==> src/logic/epo_pkg.sv <==
// Package: constants, register map and carrier types of the energy pulse outputs
package epo_pkg;

    localparam int unsigned N_OUT = 2;
    localparam int unsigned N_PWR = 8;

    // Parameter addresses, 16-bit words; 32-bit values take two words, high word first
    localparam logic [15:0] ADR_PWR_SEL_A = 16'h0064;
    localparam logic [15:0] ADR_PWR_SEL_B = 16'h0065;
    localparam logic [15:0] ADR_PV_A_HI = 16'h0066;
    localparam logic [15:0] ADR_PV_A_LO = 16'h0067;
    localparam logic [15:0] ADR_PV_B_HI = 16'h0068;
    localparam logic [15:0] ADR_PV_B_LO = 16'h0069;
    localparam logic [15:0] ADR_PLEN = 16'h006A;
    localparam logic [15:0] ADR_SRC_ONE = 16'h00C8;
    localparam logic [15:0] ADR_SRC_TWO = 16'h00CA;
    localparam logic [15:0] ADR_STATE_ONE = 16'h0260;
    localparam logic [15:0] ADR_STATE_TWO = 16'h0261;

    // Values after reset
    localparam logic [15:0] RST_PWR_SEL = 16'h0000;
    localparam logic [31:0] RST_PV = 32'h0000_0000;
    localparam logic [15:0] RST_PLEN = 16'h001E;
    localparam logic [15:0] RST_SRC = 16'h0000;

    // Source selector codes
    localparam logic [15:0] SRC_CODE_CMP = 16'h0000;
    localparam logic [15:0] SRC_CODE_PULSE = 16'h0001;
    localparam logic [15:0] SRC_CODE_EXT = 16'h0002;

    // Pulse length limits in ms
    localparam logic [15:0] PLEN_MIN_MS = 16'h000A;
    localparam logic [15:0] PLEN_MAX_MS = 16'h2710;

    // Timing: one ms in ns and the clock period in ns
    localparam int unsigned T_MS_NS = 1000000;
    localparam int unsigned CLK_PERIOD_NS = 8;
    localparam int unsigned CYC_PER_MS = T_MS_NS / CLK_PERIOD_NS;

    // Energy units: accumulator in W*ms, pulse value in mWh
    localparam int unsigned WMS_PER_MWH = 3600;

    typedef enum logic [3:0] {
        R_NONE, R_PSA, R_PSB, R_PVA_H, R_PVA_L, R_PVB_H, R_PVB_L,
        R_PLEN, R_SRC1, R_SRC2, R_ST1, R_ST2
    } epo_reg_t;

    typedef enum logic [1:0] {PG_IDLE, PG_HIGH, PG_PAUSE} epo_pg_st_t;

    typedef struct packed {
        logic wr;
        logic rd;
        logic [15:0] addr;
        logic [15:0] wdata;
    } epo_par_req_t;

    typedef struct packed {
        logic signed [31:0] pv;
        logic [31:0] len_cyc;
    } epo_pg_cfg_t;

    typedef struct packed {
        epo_pg_st_t st;
        logic signed [47:0] acc;
        logic [31:0] cnt;
        logic pulse;
    } epo_pg_state_t;

    typedef struct packed {
        logic dout;
    } epo_sel_state_t;

    typedef struct packed {
        logic [1:0][15:0] pwr_sel;
        logic [1:0][31:0] pv;
        logic [15:0] plen;
        logic [1:0][15:0] src;
        logic [31:0] ms_cnt;
        logic ms_tick;
        logic [15:0] rdata;
        logic rvalid;
        logic err;
    } epo_top_state_t;

endpackage

==> src/logic/epo_top.sv <==
// Energy pulse outputs: parameter registers, power selection and two switched outputs
// Behaviour
// - Two independent switched digital outputs, each assignable to a function.
// - Per-output source selector at 200 and 202; code 2 selects external value.
// - Code 0 routes comparator group one to output one, group two to two.
// - Output states readable at 608 and 609: 0 off, 1 conducting.
// - Pulse output emits one pulse each time the set energy quantum accumulates.
// - Power quantity per pulse output chosen by selectors at 100 and 101.
// - One pulse length setting at 106 applies to both pulse outputs.
// - Pulse length 10 ms to 10 s; gap between pulses exceeds 10 ms.
// - After each pulse, pause at least the pulse length, else as energy requires.
// - Never more than one pulse per pulse-plus-pause period.
// - Energy per pulse set per output by pulse value at 102 and 104.
// - Positive pulse value pulses only while the selected power is positive.
// - Negative pulse value pulses only while the selected power is negative.
// - Pulse rate proportional to measured power within the settings.
`timescale 1ns/1ps
module epo_top
    import epo_pkg::*;
#(
    parameter int unsigned CYC_MS = CYC_PER_MS,
    parameter int unsigned NPWR = N_PWR
) (
    input wire logic clk_i,
    input wire logic rst_n_i,
    input wire logic ce_i,
    input wire epo_par_req_t par_req_i,
    input wire logic [NPWR-1:0][31:0] pwr_i,
    input wire logic [N_OUT-1:0] cmp_grp_i,
    input wire logic [N_OUT-1:0] ext_val_i,
    output logic [15:0] par_rdata_o,
    output logic par_rvalid_o,
    output logic par_err_o,
    output logic [N_OUT-1:0] dout_o
);

    epo_top_state_t s_ff;
    epo_top_state_t nxt_s;
    epo_reg_t ridx;
    logic [N_OUT-1:0] pulse;
    logic [31:0] len_cyc;

    // Address decode shared by reads and writes
    function automatic epo_reg_t reg_of(input logic [15:0] a);
        epo_reg_t r;
        r = R_NONE;
        case (a)
            ADR_PWR_SEL_A: r = R_PSA;
            ADR_PWR_SEL_B: r = R_PSB;
            ADR_PV_A_HI: r = R_PVA_H;
            ADR_PV_A_LO: r = R_PVA_L;
            ADR_PV_B_HI: r = R_PVB_H;
            ADR_PV_B_LO: r = R_PVB_L;
            ADR_PLEN: r = R_PLEN;
            ADR_SRC_ONE: r = R_SRC1;
            ADR_SRC_TWO: r = R_SRC2;
            ADR_STATE_ONE: r = R_ST1;
            ADR_STATE_TWO: r = R_ST2;
            default: r = R_NONE;
        endcase
        return r;
    endfunction

    // Pulse length limited to the allowed span
    function automatic logic [15:0] clamp_len(input logic [15:0] v);
        logic [15:0] r;
        r = v;
        if (v < PLEN_MIN_MS) begin
            r = PLEN_MIN_MS;
        end else if (v > PLEN_MAX_MS) begin
            r = PLEN_MAX_MS;
        end
        return r;
    endfunction

    // Selected power; an index out of range gives zero power
    function automatic logic signed [31:0] pick_pwr(input logic [NPWR-1:0][31:0] p, input logic [15:0] sel);
        logic signed [31:0] r;
        r = '0;
        for (int i = 0; i < NPWR; i++) begin
            if (sel == 16'(i)) begin
                r = p[i];
            end
        end
        return r;
    endfunction

    assign ridx = reg_of(par_req_i.addr);
    assign len_cyc = 32'(32'(s_ff.plen) * 32'(CYC_MS));

    always_comb begin
        nxt_s = s_ff;
        nxt_s.rvalid = 1'b0;
        nxt_s.err = 1'b0;
        // Millisecond time base for energy integration
        if (s_ff.ms_cnt == 32'(CYC_MS - 1)) begin
            nxt_s.ms_cnt = '0;
            nxt_s.ms_tick = 1'b1;
        end else begin
            nxt_s.ms_cnt = s_ff.ms_cnt + 32'h0000_0001;
            nxt_s.ms_tick = 1'b0;
        end
        // Parameter writes
        if (par_req_i.wr) begin
            case (ridx)
                R_PSA: nxt_s.pwr_sel[0] = par_req_i.wdata;
                R_PSB: nxt_s.pwr_sel[1] = par_req_i.wdata;
                R_PVA_H: nxt_s.pv[0][31:16] = par_req_i.wdata;
                R_PVA_L: nxt_s.pv[0][15:0] = par_req_i.wdata;
                R_PVB_H: nxt_s.pv[1][31:16] = par_req_i.wdata;
                R_PVB_L: nxt_s.pv[1][15:0] = par_req_i.wdata;
                R_PLEN: nxt_s.plen = clamp_len(par_req_i.wdata);
                R_SRC1: nxt_s.src[0] = par_req_i.wdata;
                R_SRC2: nxt_s.src[1] = par_req_i.wdata;
                default: nxt_s.err = 1'b1;
            endcase
        end
        // Parameter reads
        if (par_req_i.rd) begin
            nxt_s.rvalid = 1'b1;
            case (ridx)
                R_PSA: nxt_s.rdata = s_ff.pwr_sel[0];
                R_PSB: nxt_s.rdata = s_ff.pwr_sel[1];
                R_PVA_H: nxt_s.rdata = s_ff.pv[0][31:16];
                R_PVA_L: nxt_s.rdata = s_ff.pv[0][15:0];
                R_PVB_H: nxt_s.rdata = s_ff.pv[1][31:16];
                R_PVB_L: nxt_s.rdata = s_ff.pv[1][15:0];
                R_PLEN: nxt_s.rdata = s_ff.plen;
                R_SRC1: nxt_s.rdata = s_ff.src[0];
                R_SRC2: nxt_s.rdata = s_ff.src[1];
                R_ST1: nxt_s.rdata = {15'h0000, dout_o[0]};
                R_ST2: nxt_s.rdata = {15'h0000, dout_o[1]};
                default: begin
                    nxt_s.rdata = 16'h0000;
                    nxt_s.err = 1'b1;
                end
            endcase
        end
    end

    always_ff @(posedge clk_i) begin
        if (!rst_n_i) begin
            s_ff.pwr_sel <= {RST_PWR_SEL, RST_PWR_SEL};
            s_ff.pv <= {RST_PV, RST_PV};
            s_ff.plen <= RST_PLEN;
            s_ff.src <= {RST_SRC, RST_SRC};
            s_ff.ms_cnt <= '0;
            s_ff.ms_tick <= 1'b0;
            s_ff.rdata <= 16'h0000;
            s_ff.rvalid <= 1'b0;
            s_ff.err <= 1'b0;
        end else if (ce_i) begin
            s_ff <= nxt_s;
        end
    end

    // One pulse generator and one source selector per output
    for (genvar g = 0; g < N_OUT; g++) begin : g_out
        epo_pulse_gen u_pg (
            .clk_i(clk_i),
            .rst_n_i(rst_n_i),
            .ce_i(ce_i),
            .ms_tick_i(s_ff.ms_tick),
            .pwr_i(pick_pwr(pwr_i, s_ff.pwr_sel[g])),
            .cfg_i('{pv: s_ff.pv[g], len_cyc: len_cyc}),
            .pulse_o(pulse[g])
        );
        epo_out_sel u_sel (
            .clk_i(clk_i),
            .rst_n_i(rst_n_i),
            .ce_i(ce_i),
            .src_i(s_ff.src[g]),
            .cmp_i(cmp_grp_i[g]),
            .pulse_i(pulse[g]),
            .ext_i(ext_val_i[g]),
            .dout_o(dout_o[g])
        );
    end

    assign par_rdata_o = s_ff.rdata;
    assign par_rvalid_o = s_ff.rvalid;
    assign par_err_o = s_ff.err;

endmodule

==> src/logic/epo_pulse_gen.sv <==
// Energy pulse generator for one output: accumulator, pulse and pause timing
`timescale 1ns/1ps
module epo_pulse_gen
    import epo_pkg::*;
(
    input wire logic clk_i,
    input wire logic rst_n_i,
    input wire logic ce_i,
    input wire logic ms_tick_i,
    input wire logic signed [31:0] pwr_i,
    input wire epo_pg_cfg_t cfg_i,
    output logic pulse_o
);

    epo_pg_state_t s_ff;
    epo_pg_state_t nxt_s;
    logic [31:0] mag;
    logic signed [47:0] thr;
    logic pos;
    logic neg;

    assign mag = cfg_i.pv[31] ? 32'(-cfg_i.pv) : 32'(cfg_i.pv);
    assign thr = 48'(48'(mag) * 48'(WMS_PER_MWH));
    assign pos = (cfg_i.pv > 0) && (pwr_i > 0);
    assign neg = (cfg_i.pv < 0) && (pwr_i < 0);

    always_comb begin
        nxt_s = s_ff;
        if (cfg_i.pv == 0) begin
            nxt_s.acc = '0;
        end else if (ms_tick_i && (pos || neg)) begin
            nxt_s.acc = s_ff.acc + 48'(pwr_i);
        end
        case (s_ff.st)
            PG_IDLE: begin
                if ((cfg_i.pv > 0 && nxt_s.acc >= thr) || (cfg_i.pv < 0 && nxt_s.acc <= -thr)) begin
                    nxt_s.acc = (cfg_i.pv > 0) ? nxt_s.acc - thr : nxt_s.acc + thr;
                    nxt_s.st = PG_HIGH;
                    nxt_s.cnt = cfg_i.len_cyc - 32'h0000_0001;
                end
            end
            PG_HIGH: begin
                if (s_ff.cnt == 32'h0000_0000) begin
                    nxt_s.st = PG_PAUSE;
                    nxt_s.cnt = cfg_i.len_cyc;
                end else begin
                    nxt_s.cnt = s_ff.cnt - 32'h0000_0001;
                end
            end
            PG_PAUSE: begin
                if (s_ff.cnt == 32'h0000_0000) begin
                    nxt_s.st = PG_IDLE;
                end else begin
                    nxt_s.cnt = s_ff.cnt - 32'h0000_0001;
                end
            end
            default: begin
                nxt_s.st = PG_IDLE;
            end
        endcase
        nxt_s.pulse = (nxt_s.st == PG_HIGH);
    end

    always_ff @(posedge clk_i) begin
        if (!rst_n_i) begin
            s_ff <= '{st: PG_IDLE, acc: '0, cnt: '0, pulse: 1'b0};
        end else if (ce_i) begin
            s_ff <= nxt_s;
        end
    end

    assign pulse_o = s_ff.pulse;

endmodule

==> src/logic/epo_out_sel.sv <==
// Source selector and output flop of one switched digital output
`timescale 1ns/1ps
module epo_out_sel
    import epo_pkg::*;
(
    input wire logic clk_i,
    input wire logic rst_n_i,
    input wire logic ce_i,
    input wire logic [15:0] src_i,
    input wire logic cmp_i,
    input wire logic pulse_i,
    input wire logic ext_i,
    output logic dout_o
);

    epo_sel_state_t s_ff;
    epo_sel_state_t nxt_s;

    always_comb begin
        nxt_s = s_ff;
        case (src_i)
            SRC_CODE_CMP: begin
                nxt_s.dout = cmp_i;
            end
            SRC_CODE_PULSE: begin
                nxt_s.dout = pulse_i;
            end
            SRC_CODE_EXT: begin
                nxt_s.dout = ext_i;
            end
            default: begin
                nxt_s.dout = 1'b0;
            end
        endcase
    end

    always_ff @(posedge clk_i) begin
        if (!rst_n_i) begin
            s_ff <= '{dout: 1'b0};
        end else if (ce_i) begin
            s_ff <= nxt_s;
        end
    end

    assign dout_o = s_ff.dout;

endmodule

==> config.mk <==
export PLATFORM = sky130hd
export DESIGN_NAME = epo_top
export DESIGN_NICKNAME = d
export VERILOG_FILES = /design/src/logic/epo_pkg.sv /design/src/logic/epo_top.sv /design/src/logic/epo_pulse_gen.sv /design/src/logic/epo_out_sel.sv
export SDC_FILE = /design/constraint.sdc
export NUM_CORES = 2
export LEC_CHECK = 0
export ABC_AREA = 1
export BUFFER_PORTS_ARGS = -buffer_cell sky130_fd_sc_hd__buf_2
export CORE_MARGIN = 1.5
export CORE_UTILIZATION = 45
export DETAILED_ROUTE_END_ITERATION = 10
export SYNTH_ARGS = -nofsm -noshare
export SYNTH_HDL_FRONTEND = slang
export SYNTH_SLANG_ARGS = --single-unit
export TNS_END_PERCENT = 100
==> constraint.sdc <==
create_clock -name clk_i -period 12.8 [get_ports clk_i]
set_input_delay 3.84 -clock clk_i [delete_from_list [all_inputs] [get_ports clk_i]]
set_output_delay 3.84 -clock clk_i [all_outputs]
set_load 0.02 [all_outputs]
==> impl_metrics.env <==
export IMPL_seqPwrFrac_pct=38.0
export IMPL_sw_frac_of_total_pct=28.2
export IMPL_combPwrFrac_pct=11.8
export IMPL_ys_ff_latch=363
export IMPL_power_density_nw_per_um2=50.7
export IMPL_placementRows=127
export IMPL_stdcell_area_um2=59400
export IMPL_slowest_delay_ns=0.67
export IMPL_critPathMaxFanout=42
export IMPL_synth_commonest_cells="nand2_1, inv_1, a21oi_1, nor2_1, ha_1"
export IMPL_critPathLaunch="s_ff[130]$_SDFFE_PN0P_"
export IMPL_synth_area_mux_share_pct=0.110
export IMPL_die_area_um2=124000
export IMPL_worst_ep_arrival_time_ns=12.01
export IMPL_via_per_inst=5.64
export IMPL_ys_seq_area_share_pct=13.3
export IMPL_final_antenna_net_count=0
export IMPL_cp_end_kind="flip-flop"
export IMPL_cts_tree="yes"
export IMPL_finalSetupViolations=0
export IMPL_rsz0062_at_grt="false"
export IMPL_syn_area_um2=54800
export IMPL_grt_pass1_wl_mm=311
export IMPL_min_period_ns=11.49
export IMPL_antenna_found_initial=24
export IMPL_cts_sinks=363
export IMPL_htree_levels=2
export IMPL_busiest_layer="met2"
export IMPL_maxCapViolCount=0
export IMPL_hp_start="par_rdata_o[11]$_SDFFE_PN0P_"
export IMPL_final_cells=10500
export IMPL_grtUsageMet1_pct=45.7
export IMPL_first_pass_iters=7
export IMPL_postPlaceCellArea_um2=57600
export IMPL_wl_per_cell_um=19.2
export IMPL_finalMaxSlewViolations=0
export IMPL_vias=59100
export IMPL_crit_type="reg -> reg"
export IMPL_yosysUniqueCellTypes=79
export IMPL_wirelength_mm=201
export IMPL_leakage_nw=31.3
export IMPL_nets=9915
export IMPL_status="finished clean"
export IMPL_power_switching_mw=0.852
export IMPL_worstMarginPinSlew_ns=1.29
export IMPL_start_util_pct=45.6
export IMPL_grt_util_all_layers_pct=31.1
export IMPL_synth_top_family_by_area="simple AND/OR/NAND/NOR gates"
export IMPL_die_width_um=352
export IMPL_fmax_mhz=87.0
export IMPL_synth_edf_count=0
export IMPL_hold_viol_final=0
export IMPL_avgSynthCellArea_um2=6.32
export IMPL_path_common_cell="inv_1"
export IMPL_synth_top_cell_by_area="ha_1"
export IMPL_hold_path_class="reg -> reg"
export IMPL_grt_pass1_vias=54200
export IMPL_gp_congestion=1.01
export IMPL_async_flop_share_pct=0
export IMPL_cp_slowest_cell="xor2_1"
export IMPL_worstPathRequired_ns=13.32
export IMPL_drt_iter0_markers=6079
export IMPL_clkTransAtPathRegs_ns=0.06
export IMPL_p_int_mw=2.16
export IMPL_ctsResizeCount=0
export IMPL_ys_warn_count=0
export IMPL_fin_tns_setup_ns=0
export IMPL_cts_setup_buffers=0
export IMPL_syn_to_final_growth_pct=8.45
export IMPL_drive_gt1_share_pct=7.19
export IMPL_timing_rr_start="s_ff[130]$_SDFFE_PN0P_"
export IMPL_cts_root_buf="clkbuf_16"
export IMPL_pin_count=317
export IMPL_synth_top_area_share_pct=16.5
export IMPL_dieHeight_um=352
export IMPL_fin_crit_sh_pct=89.8
export IMPL_placed_cells=10400
export IMPL_drc=0
export IMPL_ir_drop_uv=104
export IMPL_final_util_pct=49.4
export IMPL_timing_hold_ws_ns=0.468
export IMPL_synth_compound_area_share_pct=22.0
export IMPL_cts_hold_buf=0
export IMPL_synthSimpleGateAreaFrac_pct=25.6
export IMPL_cts_buffers=47
export IMPL_synth_most_common_cell="nand2_1"
export IMPL_max_slew_margin_pct=13.6
export IMPL_grt_overflow=0
export IMPL_synth_ff_type="dfxtp_1"
export IMPL_start_kind="flip-flop"
export IMPL_synth_net_count=9792
export IMPL_clockBufferDepth=3
export IMPL_synth_fa_ha_area_share_pct=20.2
export IMPL_core_um2=120000
export IMPL_clkLatencyLatePin_ns=0.65
export IMPL_grt_max_degree=106
export IMPL_synth_cells=8673
export IMPL_yosys_top_cells_area="ha_1, dfxtp_1, nand2_1, a21oi_1, inv_1"
export IMPL_post_dp_hpwl_mm=161
export IMPL_synthXorXnorAreaFrac_pct=7.97
export IMPL_groute_layer_met3_usage_pct=3.73
export IMPL_grt_met2_usage_pct=46.8
export IMPL_clkPwrFrac_pct=50.2
export IMPL_finClkSkew_ns=0.0657
export IMPL_port_buffers=316
kinds of logic after synthesis:
group           Yosys count
buf+inv                1519
mux                       6
flops                   363
simple gates           3306
fa+ha+maj               824
xor+xnor                499
compound gates         2156
critical path, delay by kind of cell, from the launching register on:
family	cells	cell delay, ns
simple gates	19	4.73
buf+inv	10	1.63
xor+xnor	4	1.20
flops	1	0.31
compound gates	5	1.09
fa+ha+maj	6	2.38
cell usage in the layout, fill, tap and decap left out, drive strengths merged, types with 51 or more instances in the layout:
| cell | Yosys | routed |
|---|---|---|
| nor4 | 60 | 60 |
| a31oi | 62 | 62 |
| a21oi | 938 | 938 |
| inv | 1168 | 1167 |
| nand4 | 105 | 105 |
| fa | 101 | 101 |
| xor2 | 399 | 399 |
| o21ai | 741 | 741 |
| nand3 | 367 | 367 |
| clkbuf | 222 | 58 |
| nor2 | 866 | 866 |
| o22ai | 52 | 52 |
| xnor2 | 100 | 100 |
| buf | 109 | 405 |
| or2 | 51 | 51 |
| dfxtp | 363 | 363 |
| ha | 721 | 721 |
| nor3 | 150 | 150 |
| nand2 | 1669 | 1669 |
final timing paths:
| check | endpoint | slack, ns | cells after the start |
|---|---|---|---|
| max | g_out[0].u_pg.s_ff[80]$_SDFFE_PN0P_ | 1.31 | 44 |
| min | par_rdata_o[11]$_SDFFE_PN0P_ | 0.47 | 2 |
| max reg2reg | g_out[0].u_pg.s_ff[80]$_SDFFE_PN0P_ | 1.31 | 44 |
| min reg2reg | par_rdata_o[11]$_SDFFE_PN0P_ | 0.47 | 2 |
state kept, by name, indices dropped and copies added (netlist names):
signal and flops:
g_out.u_pg.pulse_o 2, par_rdata_o 16, s_ff 177, par_rvalid_o 1, par_err_o 1, g_out.u_sel.dout_o 2, g_out.u_pg.s_ff 164
metal layers:
metal | vias up | part of all wire [%]
met2 | 2306 | 42
met5 | - | 0.013
li1 | 29200 | -
met4 | 4 | 3.0
met1 | 27300 | 47
met3 | 324 | 7.6
per-stage QoR:
stage                     total power [mW]  setup WS [ns]
after floorplan                       1.36           3.33
after global placement                1.52           1.28
after detailed placement              1.52           1.20
after CTS                             3.03           1.41
after global routing                  3.11          0.501
final                                 3.02           1.31
cell type report:
cell class	count	area [um^2]
fillers	12700	60800
multi-input cells	6791	41600
flip-flops and latches	363	7270
inverters	1188	4460
repair buffers	405	2260
well taps	1612	2020
clock buffers	58	1300
clock inverters	28	463
diodes	25	62.6
power by group through the flow:
stage               clock (mW)  combinational (mW)  sequential (mW)
finish                    1.51               0.355             1.15
floorplan                    0               0.195             1.17
CTS                       1.54               0.348             1.15
detailed placement           0               0.345             1.17
global placement             0               0.346             1.17
global route              1.58               0.384             1.15
Power figures use the tool's default switching activity.
